File: config.mk
export PLATFORM = sky130hd
export DESIGN_NAME = fdp_pin_logic
export DESIGN_NICKNAME = d
export VERILOG_FILES = /design/src/fdp_pkg.sv /design/src/fdp_pin_logic.sv
export VERILOG_INCLUDE_DIRS = /design/src
export SDC_FILE = /design/constraint.sdc
export NUM_CORES = 1
export LEC_CHECK = 0
export ABC_AREA = 1
export BUFFER_PORTS_ARGS = -buffer_cell sky130_fd_sc_hd__clkbuf_2
export CAP_MARGIN = 20
export CORE_MARGIN = 2
export CORE_UTILIZATION = 46
export DETAILED_ROUTE_END_ITERATION = 10
export PLACE_DENSITY_LB_ADDON = 0.25
export SETUP_SLACK_MARGIN = 0.4
export SYNTH_ARGS = -nofsm -noshare
export SYNTH_HDL_FRONTEND = slang
export SYNTH_SLANG_ARGS = --single-unit
File: constraint.sdc
create_clock -name clk_i -period 1 [get_ports clk_i]
set_input_delay 0.05 -clock clk_i [delete_from_list [all_inputs] [get_ports clk_i]]
set_output_delay 0.05 -clock clk_i [all_outputs]
set_load 0.01 [all_outputs]
File: src/fdp_defs.svh
/*
  Register offsets, field positions and reset values for the floppy
  drive and host pin logic. Assumes a 3-bit register address.
*/
`ifndef FDP_DEFS_SVH
`define FDP_DEFS_SVH

// ==========================================================
// register offsets
`define FDP_OFS_DRV_CTL 3'h2
`define FDP_OFS_CONFIG 3'h3
`define FDP_OFS_IRQ_STAT 3'h4
`define FDP_OFS_IRQ_MASK 3'h5
`define FDP_OFS_PIN_STAT 3'h6
`define FDP_OFS_DOOR 3'h7

// ==========================================================
// field positions
`define FDP_DC_SEL_LSB 0
`define FDP_DC_IRQ_EN 3
`define FDP_DC_MTR_LSB 4
`define FDP_CFG_RATE_LSB 0
`define FDP_CFG_FM 2
`define FDP_CFG_RG 3
`define FDP_IRQ_INDEX 0
`define FDP_IRQ_DOOR 1
`define FDP_IRQ_ATTN 2
`define FDP_DOOR_BIT 7

// ==========================================================
// reset values
`define FDP_DRV_CTL_RST 8'h00
`define FDP_CONFIG_RST 8'h02
`define FDP_IRQ_RST 3'h0

`endif

File: src/fdp_pkg.sv
/*
  Types shared by the floppy drive and host pin logic.
  Assumes the constants of fdp_defs.svh for field positions.
*/
package fdp_pkg;

  // ==========================================================
  // data rate codes
  typedef enum logic [1:0] {
    FDP_RATE_500K = 2'h0,
    FDP_RATE_300K = 2'h1,
    FDP_RATE_250K = 2'h2,
    FDP_RATE_1M = 2'h3
  } fdp_rate_e;

  // ==========================================================
  // carriers
  typedef struct packed {
    logic [2:0] addr;
    logic [7:0] wdata;
    logic wr;
    logic rd;
  } fdp_bus_req_s;

  typedef struct packed {
    logic [7:0] data;
    logic oe_lo;
    logic oe_hi;
  } fdp_bus_rsp_s;

  typedef struct packed {
    logic [3:0] sel_oe;
    logic head_oe;
    logic lo_gnd_oe;
    logic mid_gnd_oe;
  } fdp_drv_pins_s;

endpackage : fdp_pkg

File: src/fdp_pin_logic.sv
/*
  Drive-side and host-side pin logic of a floppy disk controller: drive
  selects, head select, filter ground switching, door/read-gate pin,
  index input, host data bus answer and interrupt gating.
  Assumes a synchronous register port, inputs synchronous to clk_i and
  open-drain pads outside that turn an enable into a pulled-low pin.
*/
`timescale 1ns/1ps
`include "fdp_defs.svh"

module fdp_pin_logic (
  input wire logic clk_i,
  input wire logic reset_n_i,
  input wire fdp_pkg::fdp_bus_req_s bus_req_i,
  output fdp_pkg::fdp_bus_rsp_s bus_rsp_o,
  input wire logic door_opened_in_i,
  input wire logic index_n_i,
  input wire logic op_attention_i,
  input wire logic head_one_i,
  input wire logic core_read_gate_i,
  output fdp_pkg::fdp_drv_pins_s drive_pins_o,
  output logic [3:0] drive_select_n_o,
  output logic head_choice_out_n_o,
  output logic low_rate_filter_gnd_n_o,
  output logic mid_rate_filter_gnd_n_o,
  output logic read_gate_mode_o,
  output logic sep_lock_data_o,
  output logic track_start_o,
  output logic irq_o
);
  import fdp_pkg::*;

  // ==========================================================
  // state
  typedef struct packed {
    logic [7:0] drv_ctl;
    logic [7:0] cfg;
    logic [2:0] irq_stat;
    logic [2:0] irq_mask;
    logic door_latch;
    logic door_prev;
    logic index_prev;
    logic irq;
    logic track_start;
    logic sep_lock_data;
    fdp_drv_pins_s pins;
    fdp_bus_rsp_s rsp;
  } fdp_state_s;

  fdp_state_s state_q;
  fdp_state_s state_d;

  // ==========================================================
  // decode helpers
  function automatic logic [3:0] fdp_sel_decode(input logic [7:0] dc);
    logic [3:0] onehot;
    onehot = 4'h0;
    onehot[dc[`FDP_DC_SEL_LSB +: 2]] = 1'b1;
    return onehot & dc[`FDP_DC_MTR_LSB +: 4];
  endfunction : fdp_sel_decode

  // fm halves each code's rate, so the filter follows the code alone
  function automatic logic fdp_low_rate(input logic [7:0] cfg);
    fdp_rate_e rate;
    rate = fdp_rate_e'(cfg[`FDP_CFG_RATE_LSB +: 2]);
    return (rate == FDP_RATE_250K) || (rate == FDP_RATE_300K);
  endfunction : fdp_low_rate

  function automatic logic fdp_mid_rate(input logic [7:0] cfg);
    fdp_rate_e rate;
    rate = fdp_rate_e'(cfg[`FDP_CFG_RATE_LSB +: 2]);
    return rate == FDP_RATE_500K;
  endfunction : fdp_mid_rate

  // ==========================================================
  // next state
  logic wr_hit;
  logic rd_hit;
  logic rg_mode;
  logic [2:0] irq_event;
  logic [7:0] rdata;

  always_comb begin
    state_d = state_q;
    wr_hit = bus_req_i.wr;
    rd_hit = bus_req_i.rd;
    rg_mode = state_q.cfg[`FDP_CFG_RG];
    irq_event = 3'h0;
    rdata = 8'h00;

    // door pin: latched status source, or read gate in diagnostic mode
    if (!rg_mode) begin
      state_d.door_latch = door_opened_in_i;
      state_d.sep_lock_data = core_read_gate_i;
    end else begin
      state_d.sep_lock_data = door_opened_in_i;
    end
    state_d.door_prev = state_q.door_latch;

    // index low is the track start
    state_d.index_prev = index_n_i;
    state_d.track_start = !index_n_i;

    irq_event[`FDP_IRQ_INDEX] = state_q.index_prev && !index_n_i;
    irq_event[`FDP_IRQ_DOOR] = state_q.door_prev != state_q.door_latch;
    irq_event[`FDP_IRQ_ATTN] = op_attention_i;

    // register writes
    if (wr_hit) begin
      unique case (bus_req_i.addr)
        `FDP_OFS_DRV_CTL: begin
          state_d.drv_ctl = bus_req_i.wdata;
        end
        `FDP_OFS_CONFIG: begin
          state_d.cfg = {4'h0, bus_req_i.wdata[3:0]};
        end
        `FDP_OFS_IRQ_STAT: begin
          state_d.irq_stat = state_q.irq_stat & ~bus_req_i.wdata[2:0];
        end
        `FDP_OFS_IRQ_MASK: begin
          state_d.irq_mask = bus_req_i.wdata[2:0];
        end
        default: begin
        end
      endcase
    end
    // an event in the clearing cycle survives the clear
    state_d.irq_stat = state_d.irq_stat | irq_event;
    state_d.irq = (|(state_d.irq_stat & state_d.irq_mask))
                  && state_d.drv_ctl[`FDP_DC_IRQ_EN];

    // pin enables follow the registered controls, except head_oe, which follows head_one_i
    state_d.pins.sel_oe = fdp_sel_decode(state_q.drv_ctl);
    state_d.pins.head_oe = head_one_i;
    state_d.pins.lo_gnd_oe = fdp_low_rate(state_q.cfg);
    state_d.pins.mid_gnd_oe = fdp_mid_rate(state_q.cfg);

    // register reads; unmapped offsets answer zero
    unique case (bus_req_i.addr)
      `FDP_OFS_DRV_CTL: rdata = state_q.drv_ctl;
      `FDP_OFS_CONFIG: rdata = state_q.cfg;
      `FDP_OFS_IRQ_STAT: rdata = {5'h00, state_q.irq_stat};
      `FDP_OFS_IRQ_MASK: rdata = {5'h00, state_q.irq_mask};
      `FDP_OFS_PIN_STAT: rdata = {3'h0, state_q.sep_lock_data, head_one_i, rg_mode,
                                  state_q.track_start, state_q.door_latch};
      `FDP_OFS_DOOR: rdata[`FDP_DOOR_BIT] = !state_q.door_latch;
      default: rdata = 8'h00;
    endcase

    // bus driven only in the cycle after a read strobe
    state_d.rsp.data = rd_hit ? rdata : 8'h00;
    state_d.rsp.oe_lo = rd_hit;
    state_d.rsp.oe_hi = rd_hit;
  end

  // ==========================================================
  // registers
  always_ff @(posedge clk_i or negedge reset_n_i) begin
    if (!reset_n_i) begin
      state_q.drv_ctl <= `FDP_DRV_CTL_RST;
      state_q.cfg <= `FDP_CONFIG_RST;
      state_q.irq_stat <= `FDP_IRQ_RST;
      state_q.irq_mask <= `FDP_IRQ_RST;
      state_q.door_latch <= 1'b1;
      state_q.door_prev <= 1'b1;
      state_q.index_prev <= 1'b1;
      state_q.irq <= 1'b0;
      state_q.track_start <= 1'b0;
      state_q.sep_lock_data <= 1'b0;
      state_q.pins <= '0;
      state_q.rsp <= '0;
    end else begin
      state_q <= state_d;
    end
  end

  // ==========================================================
  // outputs
  // pads only sink current; a released pin reads high through the pull-up
  assign drive_pins_o = state_q.pins;
  assign drive_select_n_o = ~state_q.pins.sel_oe;
  assign head_choice_out_n_o = !state_q.pins.head_oe;
  assign low_rate_filter_gnd_n_o = !state_q.pins.lo_gnd_oe;
  assign mid_rate_filter_gnd_n_o = !state_q.pins.mid_gnd_oe;
  assign read_gate_mode_o = state_q.cfg[`FDP_CFG_RG];
  assign sep_lock_data_o = state_q.sep_lock_data;
  assign track_start_o = state_q.track_start;
  assign irq_o = state_q.irq;
  assign bus_rsp_o = state_q.rsp;

  logic wr_drv;
  logic wr_cfg;
  assign wr_drv = bus_req_i.wr && (bus_req_i.addr == `FDP_OFS_DRV_CTL);
  assign wr_cfg = bus_req_i.wr && (bus_req_i.addr == `FDP_OFS_CONFIG);
endmodule : fdp_pin_logic

## Word level (Yosys, flattened, before mapping)

Index checks and enable logic that the tools add are counted.

| word-level totals | value |
|---|---|
| register bits after elaboration | 40 |
| bits of input ports | 20 |

| operators by class | value |
|---|---|
| order comparisons | 2 |
| equal/unequal tests | 9 |
| muxes and demuxes | 11 |
| bitwise gates (word level) | 6 |
| reduce and logical (&&, ||, !) cells | 13 |

Operators with widths:

| cell | number |
|---|---|
| one-hot mux 7 bit (5 select lines) | 1 |
| two-way mux 18 bit | 1 |
| == test 3 bit, second input constant | 4 |
| two-way mux 4 bit | 2 |
| two-way mux 8 bit | 1 |
| AND 3 bit | 2 |
| == test 3 x 2 -> 1 bit, second input constant | 2 |
| two-way mux 3 bit | 2 |
| logical NOT 1 bit | 5 |
| AND 4 bit | 1 |
| NOT 4 bit | 1 |
| AND reduction 2 bit | 2 |
| logical AND 1 bit | 3 |
| less-than comparator 2 x 3 -> 1 bit, second input constant | 1 |
| NOT 3 bit | 1 |
| bitwise OR 3 bit | 1 |
| OR reduction 3 bit | 1 |
| demux 1 bit (select 2 bit) | 1 |
| == test 2 x 1 -> 1 bit, second input constant | 1 |
| == test 2 bit, second input constant | 1 |
| greater-or-equal comparator 2 x 1 -> 1 bit, second input constant | 1 |
| logical NOT 2 bit | 1 |
| two-way mux 1 bit | 2 |
| one-hot mux 1 bit (2 select lines) | 1 |
| 2 further kinds | 2 |

## Depth between registers and ports, before layout

Gate-level depths: netlist of run 1.

| logic depth | value |
|---|---|
| depth after elaboration | 8 |
| depth in mapped cells | 10 |

## Worst setup path before layout of run 1

Ideal clock, no wire load.

| path | value |
|---|---|
| kind | reg-to-reg |
| from | register state_q (netlist bit state_d[21]) |
| to | register state_q (netlist bit irq_o) |
| setup time | 0.113 ns |
| arrival time | 0.922 ns |
| required time | 0.887 ns |
| path slack | -0.035 ns |
| cell stages (with the launch flop) | 7 |
| buffers on the path | 0 |
| path through | dfstp_2 xnor2_1 nand2_1 nand2_1 nand3_1 nand2_1 inv_1 |

RTL lines:

| element | line | source |
|---|---|---|
| from (decl) | fdp_pin_logic.sv:50 | `fdp_state_s state_q;` |
| from (signal assigned) | fdp_pin_logic.sv:173 | `state_q <= state_d;` |

==> impl_metrics.py, run 1 <==
metrics = {
    "floorplan": {
        "rows": 22,
        "coreArea_sq_um": 3720,
        "initial_core_util_pct": 48.3,
        "die_x_um": 66.5,
        "dieArea_sq_um": 4420,
        "pin_count": 48,
        "die_y_um": 66.5,
    },
    "routing": {
        "drt_iter0_markers": 82,
        "dr.pass1.iters": 6,
        "ant_nets": 0,
        "routed_via_density": 4.71,
        "wl_per_cell_um": 13.0,
        "drcViolationCount": 0,
        "vias": 1440,
        "wl_um": 3970,
    },
    "sta": {
        "worst_slew_margin_rel_pct": 76.5,
        "worstMarginPinSlew_ns": 0.349,
        "period_minus_slack_ns": 1.07,
        "fin_crit_sh_pct": 107,
        "drv_slew": 0,
        "setup_viol": 3,
        "tns_ns": -0.113,
        "rsz0062_at_grt": "true",
        "fmax_mhz": 934,
        "hold_slack_ns": -0.0337,
        "hold_violations": 3,
        "setup_slack_ns": -0.0706,
        "fin_worst_skew_ns": 0.00516,
    },
    "outcome": {
        "violations": "negative hold slack, negative setup slack",
        "status": "finished, violations left",
    },
    "cts": {
        "cts_tree": "yes",
        "numCtsBuffers": 5,
        "clockRootBuffer": "clkbuf_8",
        "clk_pin_slew_ns": 0.07,
        "cts.sinks": 40,
        "cts_buffer_depth": 2,
        "clk_latency_ns": 0.30,
        "htree_levels": 2,
    },
    "synth": {
        "ys_ff_latch": 40,
        "yosysMostFrequentCell": "nand2_1",
        "yosys-top-cells-area": "dfrtp_1, nand2_1, buf_4",
        "synth_seq_area_share_pct": 56.1,
        "syn_area_sq_um": 1790,
        "syn_inst": 196,
        "yosys-top-cells-count": "nand2_1, dfrtp_1, inv_1",
        "yosysWarnings": 0,
        "synthArstFlopShare_pct": 100,
        "synth_edf_count": 0,
        "yosysTopAreaCellShare_pct": 50.2,
        "ys_dominant_reg_cell": "dfrtp_1",
        "synth_area_leader_cell": "dfrtp_1",
        "synth_area_per_cell_sq_um": 9.15,
        "synth_cell_type_count": 25,
        "synth_nets": 217,
    },
    "run": {
        "cap_viol_max_count": 0,
    },
    "critical_path": {
        "cp.required_ns": 1.20,
        "criticalPathCategory": "flop to flop",
        "reg2regPathDepth": 6,
        "r2r_start": "state_d[21]",
        "end_kind": "flop",
        "reg2reg_setup_slack_ns": -0.07,
        "critPathLaunchType": "flop",
        "crit_arrival_ns": 1.27,
        "r2r_end": "irq_o",
        "crit_fanout": 2,
    },
    "global_routing": {
        "grtUsageTotal_pct": 19.8,
        "grt_max_degree": 41,
        "grt_pass1_vias": 1396,
        "overflow": 0,
        "antenna_found_initial": 0,
        "grt_pass1_wl_um": 6400,
    },
    "placed_design": {
        "pre_cts_slack_ns": -0.0559,
        "place_congestion": 0.884,
        "portBuffers": 47,
        "dp_hpwl_um": 2580,
    },
    "layout": {
        "drive_gt1_share_pct": 52.7,
        "num_antenna_cells": 0,
        "area_growth_pct": 46.5,
        "finalNetCount": 278,
    },
    "hold_path": {
        "worstHoldPathType": "primary input to flop",
        "whs_endpoint": "state_q[28]",
        "min_path_cells": 3,
        "min-delay-start": "op_attention_i",
    },
    "power_and_ir_drop": {
        "power.density_nw_per_um2": 1900,
        "vdd_drop_max_mv": 1.35,
        "p_leak_nw": 1.33,
    },
}
[worst max-delay path: stages (launching register included)]
cell and delay, ns:
dfstp_2 0.56, xnor2_2 0.10, nand2_1 0.09, nand2_1 0.07
nand3_1 0.06, nand2_1 0.06, inv_1 0.04
[flip-flops by register name (all words and copies together), names as in the netlist]
name              count
bus_rsp_o             9
drive_pins_o          7
read_gate_mode_o      1
track_start_o         1
state_d               1
irq_o                 1
sep_lock_data_o       1
state_q              19
[power by group]
group	internal, mW	switching, mW	leakage, nW
combinational	0.553	0.598	0.772
clock	1.25	0.576	0.0784
sequential	1.87	0.159	0.480
[per-stage QoR]
| step | total power [mW] | instances | instance area, sq um | utilization [%] | hold WS, ns |
|---|---|---|---|---|---|
| after floorplan | 2.59 | 196 | 1890 | - | -0.246 |
| after global placement | 2.87 | 286 | 2130 | 57.4 | 0.0362 |
| after detailed placement | 2.89 | 286 | 2130 | 57.4 | 0.0419 |
| after CTS | 4.88 | 305 | 2500 | 67.2 | -0.0522 |
| after global routing | 5.25 | 306 | 2630 | 70.7 | -0.0157 |
| final | 5.00 | 306 | 2630 | 70.7 | -0.0337 |
[final cells by class]
type                    instances  area [sq um]
clock buffers                   5          68.8
clock inverters                 3          90.1
fillers                       272          1090
inverters                      30           133
multi-input cells             106           708
flip-flops and latches         40          1010
well taps                      48          60.1
repair buffers                 74           561
[metal layers]
metal,GRT usage (%),share of wire (%),vias up
li1,-,-,715
met1,24.0,43,682
met2,34.0,51,40
met3,5.57,4.8,3
met4,6.38,0.96,0
met5,0,0,-
[cells by family after synthesis]
| group | Yosys count | synth area share, % |
|---|---|---|
| and+or+nand+nor | 83 | 20.3 |
| buffers and inverters | 50 | 14.6 |
| DFF | 40 | 56.1 |
| AOI/OAI and AO/OA | 21 | 7.81 |
| xor gates and xnor gates | 1 | 0.488 |
| adders and majority gates | 1 | 0.697 |
[cells in the final DEF (no fill, tap or decap), drive strengths merged, types with 3 or more instances in the layout]
| master | n |
|---|---|
| buf | 52 |
| nand2 | 48 |
| dfrtp | 36 |
| inv | 29 |
| clkbuf | 23 |
| nor2 | 14 |
| nand3 | 12 |
| o21ai | 10 |
| a21oi | 9 |
| nor3 | 6 |
| dlygate4sd3 | 4 |
| dfstp | 4 |
| nand4 | 3 |
| bufinv | 3 |
[worst max-delay path by stage]
| stage | to | cells past startpoint | from |
|---|---|---|---|
| final | irq_o | 6 | state_d[21] |
| after global routing | irq_o | 6 | state_d[21] |
| after CTS | irq_o | 6 | state_d[21] |
| after detailed placement | irq_o | 10 | bus_req_i[11] |
| after global placement | irq_o | 10 | bus_req_i[11] |
| after floorplan | irq_o | 6 | state_d[21] |
[timing repair]
action                                  CTS  global route
endpoints found under the hold margin    48             5
cloned                                    0             0
buffers inserted                          7             1
pin swaps                                21            17
endpoints found under the setup margin   64            64
hold buffers                              4             1
resized for setup                        34            60
Note: power is estimated with default switching activity, not from simulation.
==> run 2: changes to the inputs <==
REMOVE_ABC_BUFFERS = 1   (was default)
==> run 2 against run 1 <==
Net effect: the flow still finishes with violations (negative hold slack, negative setup slack); count of clock-buffer cells in the layout is 1 higher; total power down 13%; non-clock buffer count down 7; design area down 7.7%; sequential cell count stayed put; combinational power decreased by 10%; worst hold slack lost 0.015 ns; global-route usage fell by 0.56 points; highest routed layer unchanged.
==> impl_metrics.py, run 2 (same netlist as run 1, synthesis figures left out) <==
metrics = {
    "outcome": {
        "status": "finished, violations left",
        "violations": "negative hold slack, negative setup slack",
    },
    "critical_path": {
        "reg2regPathDepth": 6,
        "reg2reg_setup_slack_ns": -0.07,
        "crit_chain": "xnor2_2 > nand2_1 > nand2_1 > nand3_1 > nand2_1 > inv_1",
        "r2r_start": "state_d[21]",
        "crit_slowest_cell": "dfstp_2",
        "criticalPathCategory": "flop to flop",
        "crit_arrival_ns": 1.27,
        "critical-path-max-stage-delay_ns": 0.55,
        "r2r_end": "irq_o",
        "crit_top_cell": "nand2_1",
        "crit_fanout": 2,
        "critPathLaunchType": "flop",
        "cp.required_ns": 1.20,
        "end_kind": "flop",
    },
    "routing": {
        "vias": 1426,
        "drcViolationCount": 0,
        "wl_per_cell_um": 12.6,
        "wl_met3_um": 268,
        "wl_met1_um": 1540,
        "routed_via_density": 4.77,
        "wl_met2_um": 1880,
        "highest_layer": "met4",
        "wl_um": 3760,
        "ant_nets": 0,
        "dr.pass1.iters": 4,
        "drt_iter0_markers": 72,
    },
    "floorplan": {
        "die_y_um": 66.5,
        "die_x_um": 66.5,
        "coreArea_sq_um": 3720,
        "dieArea_sq_um": 4420,
        "rows": 22,
        "initial_core_util_pct": 48.3,
        "pin_count": 48,
    },
    "cts": {
        "clk_latency_ns": 0.30,
        "cts.sinks": 40,
        "numCtsBuffers": 5,
        "cts_tree": "yes",
        "postCtsHoldBufs": 4,
        "clockRootBuffer": "clkbuf_8",
        "clk_pin_slew_ns": 0.07,
        "cts_buffer_depth": 2,
        "htree_levels": 2,
    },
    "sta": {
        "fin_crit_sh_pct": 107,
        "hold_violations": 4,
        "hold_slack_ns": -0.0491,
        "setup_viol": 3,
        "period_minus_slack_ns": 1.07,
        "fin_worst_skew_ns": 0.00614,
        "worst_slew_margin_rel_pct": 79.2,
        "worstMarginPinSlew_ns": 0.309,
        "setup_slack_ns": -0.0706,
        "fmax_mhz": 934,
        "rsz0062_at_grt": "true",
        "drv_slew": 0,
    },
    "layout": {
        "nFillCells": 306,
        "drive_gt1_share_pct": 49.8,
        "regMostFlops": "state_q",
        "largest_reg_flops": 19,
        "num_antenna_cells": 0,
        "utilization_pct": 65.3,
        "stdcell_area_sq_um": 2430,
        "finalNetCount": 271,
        "final_common_cell": "nand2_1",
        "final_cell_mix": "nand2_1, dfrtp_1, buf_2",
        "area_growth_pct": 35.2,
    },
    "hold_path": {
        "worstHoldPathType": "primary input to flop",
        "whs_endpoint": "state_q[28]",
        "min_path_cells": 3,
        "min-delay-start": "op_attention_i",
    },
    "global_routing": {
        "antenna_found_initial": 0,
        "overflow": 0,
        "grt_max_degree": 41,
        "grt_pass1_vias": 1326,
        "grt_pass1_wl_um": 6070,
        "grtUsageTotal_pct": 19.3,
    },
    "placed_design": {
        "dp_hpwl_um": 2560,
        "portBuffers": 47,
        "post_dp_cell_area_sq_um": 2050,
        "pre_cts_slack_ns": -0.0488,
        "place_congestion": 0.912,
    },
    "power_and_ir_drop": {
        "p_leak_nw": 1.25,
        "vdd_drop_max_mv": 1.08,
        "power_mw": 4.33,
        "power.density_nw_per_um2": 1790,
    },
    "run": {
        "cap_viol_max_count": 0,
    },
}
## run 2: worst max-delay path by stage
stage               slack [ns]    end        start
finish                   -0.07  irq_o  state_d[21]
global route             -0.16  irq_o  state_d[21]
CTS                      -0.06  irq_o  state_d[21]
detailed placement       -0.05  irq_o  state_d[21]
floorplan                -0.03  irq_o  state_d[21]
global placement         -0.03  irq_o  state_d[21]
## run 2: critical path: cells and delay by family (launching register included)
| family | cells | cell delay, ns |
|---|---|---|
| flip-flops | 1 | 0.55 |
| XOR/XNOR | 1 | 0.10 |
| buffers and inverters | 1 | 0.04 |
| AND/OR/NAND/NOR | 4 | 0.29 |
## run 2: per-layer routing
metal,track usage [%],vias to the layer above
li1,-,702
met1,23.6,664
met2,30.1,53
met3,6.93,7
met4,9.18,0
met5,0,-
## run 2: layout make-up
| cell class | count | area, sq um | area share (%) |
|---|---|---|---|
| multi-input combinational | 106 | 652 | 26.9 |
| sequential | 40 | 1010 | 41.5 |
| clock inverter | 2 | 35.0 | 1.44 |
| timing repair buffer | 67 | 484 | 20.0 |
| tap | 48 | 60.1 | 2.48 |
| inverter | 30 | 115 | 4.74 |
| clock buffer | 6 | 72.6 | 2.99 |
## run 2: metrics by stage
stage,setup TNS [ns],std cells
3_5_place_dp,-0.115,281
4_1_cts,-0.0917,296
6_report,-0.117,299
3_3_place_gp,-0.0251,281
2_1_floorplan,-0.0349,176
5_1_grt,-0.309,299
## run 2: what timing repair did
| action | 4_1_cts | 5_1_grt |
|---|---|---|
| setup buffers | 3 | 3 |
| resized for setup | 36 | 51 |
| setup endpoints to repair | 64 | 64 |
| cloned | 0 | 0 |
| pin swaps | 25 | 11 |
| hold endpoints to repair | 50 | 4 |
## run 2: where the power goes
| group | internal [mW] | total (mW) | switching (mW) |
|---|---|---|---|
| Sequential | 1.87 | 2.02 | 0.147 |
| Combinational | 0.479 | 1.03 | 0.552 |
| Clock | 0.740 | 1.29 | 0.548 |
| Total | 3.09 | 4.33 | 1.25 |
==> run 3: changes to the inputs <==
ABC_AREA = 0   (was 1)
==> run 3 against run 2 <==
Net effect: the flow still finishes with violations (negative hold slack, negative setup slack); combinational power grew 33%; synthesized cell count shrank 24%; clock power is essentially flat; utilization grew 5.9 points; count of clock-buffer cells in the layout is the same; total power grew 8.3%; non-clock buffer count grew 17; sequential power grew 2%; critical endpoint unchanged; largest power group unchanged; highest routed layer unchanged.
==> impl_metrics.py, run 3 <==
metrics = {
    "outcome": {
        "status": "finished, violations left",
        "violations": "negative hold slack, negative setup slack",
    },
    "cts": {
        "numCtsBuffers": 5,
        "clockRootBuffer": "clkbuf_8",
        "postCtsHoldBufs": 4,
        "clk_latency_ns": 0.29,
        "cts.sinks": 40,
        "clk_pin_slew_ns": 0.07,
        "cts_tree": "yes",
        "cts_buffer_depth": 2,
        "htree_levels": 2,
    },
    "critical_path": {
        "reg2reg_setup_slack_ns": -0.22,
        "end_kind": "flop",
        "crit_arrival_ns": 1.43,
        "criticalPathCategory": "flop to flop",
        "reg2regPathDepth": 4,
        "crit_fanout": 4,
        "startpoint": "state_q[25]",
        "critPathLaunchType": "flop",
        "r2r_end": "irq_o",
        "cp.required_ns": 1.21,
        "crit_end": "irq_o",
        "r2r_start": "state_q[25]",
    },
    "routing": {
        "wl_per_cell_um": 15.3,
        "drt_iter0_markers": 43,
        "drcViolationCount": 0,
        "wl_um": 4070,
        "routed_via_density": 4.97,
        "vias": 1323,
        "dr.pass1.iters": 5,
        "ant_nets": 0,
    },
    "layout": {
        "regMostFlops": "state_q",
        "num_antenna_cells": 0,
        "area_growth_pct": 47.3,
        "multiInputGateArea_sq_um": 776,
        "seq_area_sq_um": 1010,
        "nFillCells": 261,
        "largest_reg_flops": 19,
        "drive_gt1_share_pct": 60.6,
        "final_common_cell": "dfrtp_1",
        "final_cell_mix": "dfrtp_1, buf_4, buf_2",
        "finalNetCount": 238,
        "utilization_pct": 71.2,
    },
    "synth": {
        "ys_ff_latch": 40,
        "ys_dominant_reg_cell": "dfrtp_1",
        "yosys-top-cells-count": "dfrtp_1, mux2_2, buf_4",
        "synth_edf_count": 0,
        "syn_inst": 148,
        "syn_area_sq_um": 1800,
        "synth_area_leader_cell": "dfrtp_1",
        "synth_cell_type_count": 33,
        "yosysTopAreaCellShare_pct": 50.2,
        "yosysMostFrequentCell": "dfrtp_1",
        "yosys-top-cells-area": "dfrtp_1, mux2_2, buf_4",
        "synthArstFlopShare_pct": 100,
        "synth_area_per_cell_sq_um": 12.1,
        "yosysWarnings": 0,
        "synth_seq_area_share_pct": 56.0,
    },
    "floorplan": {
        "die_x_um": 66.5,
        "rows": 22,
        "die_y_um": 66.5,
        "coreArea_sq_um": 3720,
        "dieArea_sq_um": 4420,
        "initial_core_util_pct": 48.3,
        "pin_count": 48,
    },
    "sta": {
        "worst_slew_margin_rel_pct": 79.1,
        "fin_crit_sh_pct": 122,
        "fin_worst_skew_ns": 0.00653,
        "setup_slack_ns": -0.218,
        "hold_slack_ns": -0.0197,
        "worstMarginPinSlew_ns": 0.311,
        "hold_violations": 3,
        "setup_viol": 6,
        "rsz0062_at_grt": "true",
        "fmax_mhz": 821,
        "drv_slew": 0,
        "period_minus_slack_ns": 1.22,
    },
    "global_routing": {
        "grtUsageTotal_pct": 19.3,
        "grt_pass1_vias": 1303,
        "grt_use_met1_pct": 23.1,
        "grt-busiest-layer": "met2",
        "grt_max_degree": 41,
        "antenna_found_initial": 0,
        "met2_usage_pct": 33.4,
        "gr-usage-met3_pct": 5.07,
        "grt_pass1_wl_um": 6180,
        "overflow": 0,
    },
    "power_and_ir_drop": {
        "power.switching_mw": 1.25,
        "combPwrFrac_pct": 29.1,
        "power.internal_mw": 3.45,
        "power.density_nw_per_um2": 1780,
        "p_leak_nw": 1.31,
        "power_mw": 4.70,
        "vdd_drop_max_mv": 1.13,
        "switching_share_pct": 26.6,
        "clockPowerShare_pct": 26.7,
        "pwr-share-seq_pct": 44.2,
    },
    "placed_design": {
        "portBuffers": 47,
        "place_congestion": 0.801,
        "dp_hpwl_um": 2750,
    },
    "hold_path": {
        "min-delay-start": "op_attention_i",
        "worstHoldPathType": "primary input to flop",
    },
    "run": {
        "cap_viol_max_count": 0,
    },
}
run 3: worst min path at each step:
stage          cells after the start               to  slack, ns
3_5_place_dp                       2  drive_pins_o[0]       0.04
3_3_place_gp                       2  drive_pins_o[0]       0.04
6_report                           2      state_q[28]      -0.02
2_1_floorplan                      0     bus_rsp_o[0]      -0.25
4_1_cts                            2      state_q[28]      -0.02
5_1_grt                            2      state_q[28]      -0.02
run 3: metrics by stage:
stage | setup slack, ns | TNS, ns | instances | area [sq um]
2_1_floorplan | -0.176 | -0.412 | 126 | 1640
3_3_place_gp | -0.190 | -2.12 | 239 | 2080
3_5_place_dp | -0.264 | -2.64 | 239 | 2080
4_1_cts | -0.141 | -0.613 | 260 | 2520
5_1_grt | -0.277 | -1.04 | 266 | 2650
6_report | -0.218 | -0.716 | 266 | 2650
run 3: power groups by stage:
stage	combinational, mW	sequential (mW)	clock, mW
final	1.37	2.07	1.26
after global routing	1.47	2.10	1.38
after CTS	1.18	2.07	1.29
after detailed placement	0.883	2.09	0
after global placement	0.863	2.07	0
after floorplan	0.389	2.11	0
run 3: metal layers:
metal / vias up / routed length, um
li1: 628 / -
met1: 652 / 1630
met2: 39 / 2180
met3: 4 / 206
met4: 0 / 49
met5: - / 0
run 3: cell families after synthesis:
group,count (synthesis),share of synthesized area [%]
buffers and inverters,34,11.1
multiplexers,22,13.6
XOR/XNOR,1,0.488
AND/OR/NAND/NOR,29,10.0
adder cells (fa/ha/maj),1,0.697
AO/OA/AOI/OAI,21,8.08
flip-flops,40,56.0
run 3: timing repair:
item / 4_1_cts / 5_1_grt
buffers inserted: 9 / 6
endpoints found under the hold margin: 49 / 5
pin swaps: 8 / 9
gates resized for setup: 48 / 48
setup endpoints to repair: 64 / 64
run 3: critical path, stage by stage, from the launching register on:
cell     delay (ns)
dfrtp_1        0.41
o22a_1         0.15
o21ai_1        0.07
or3_1          0.33
a31oi_1        0.18
run 3: area by class of cell:
type / count / share of cell area (%)
inverters: 12 / 1.70
repair buffers: 84 / 24.6
clock inverters: 2 / 1.32
well taps: 48 / 2.27
flip-flops and latches: 40 / 38.0
clock buffers: 6 / 2.74
multi-input cells: 74 / 29.3
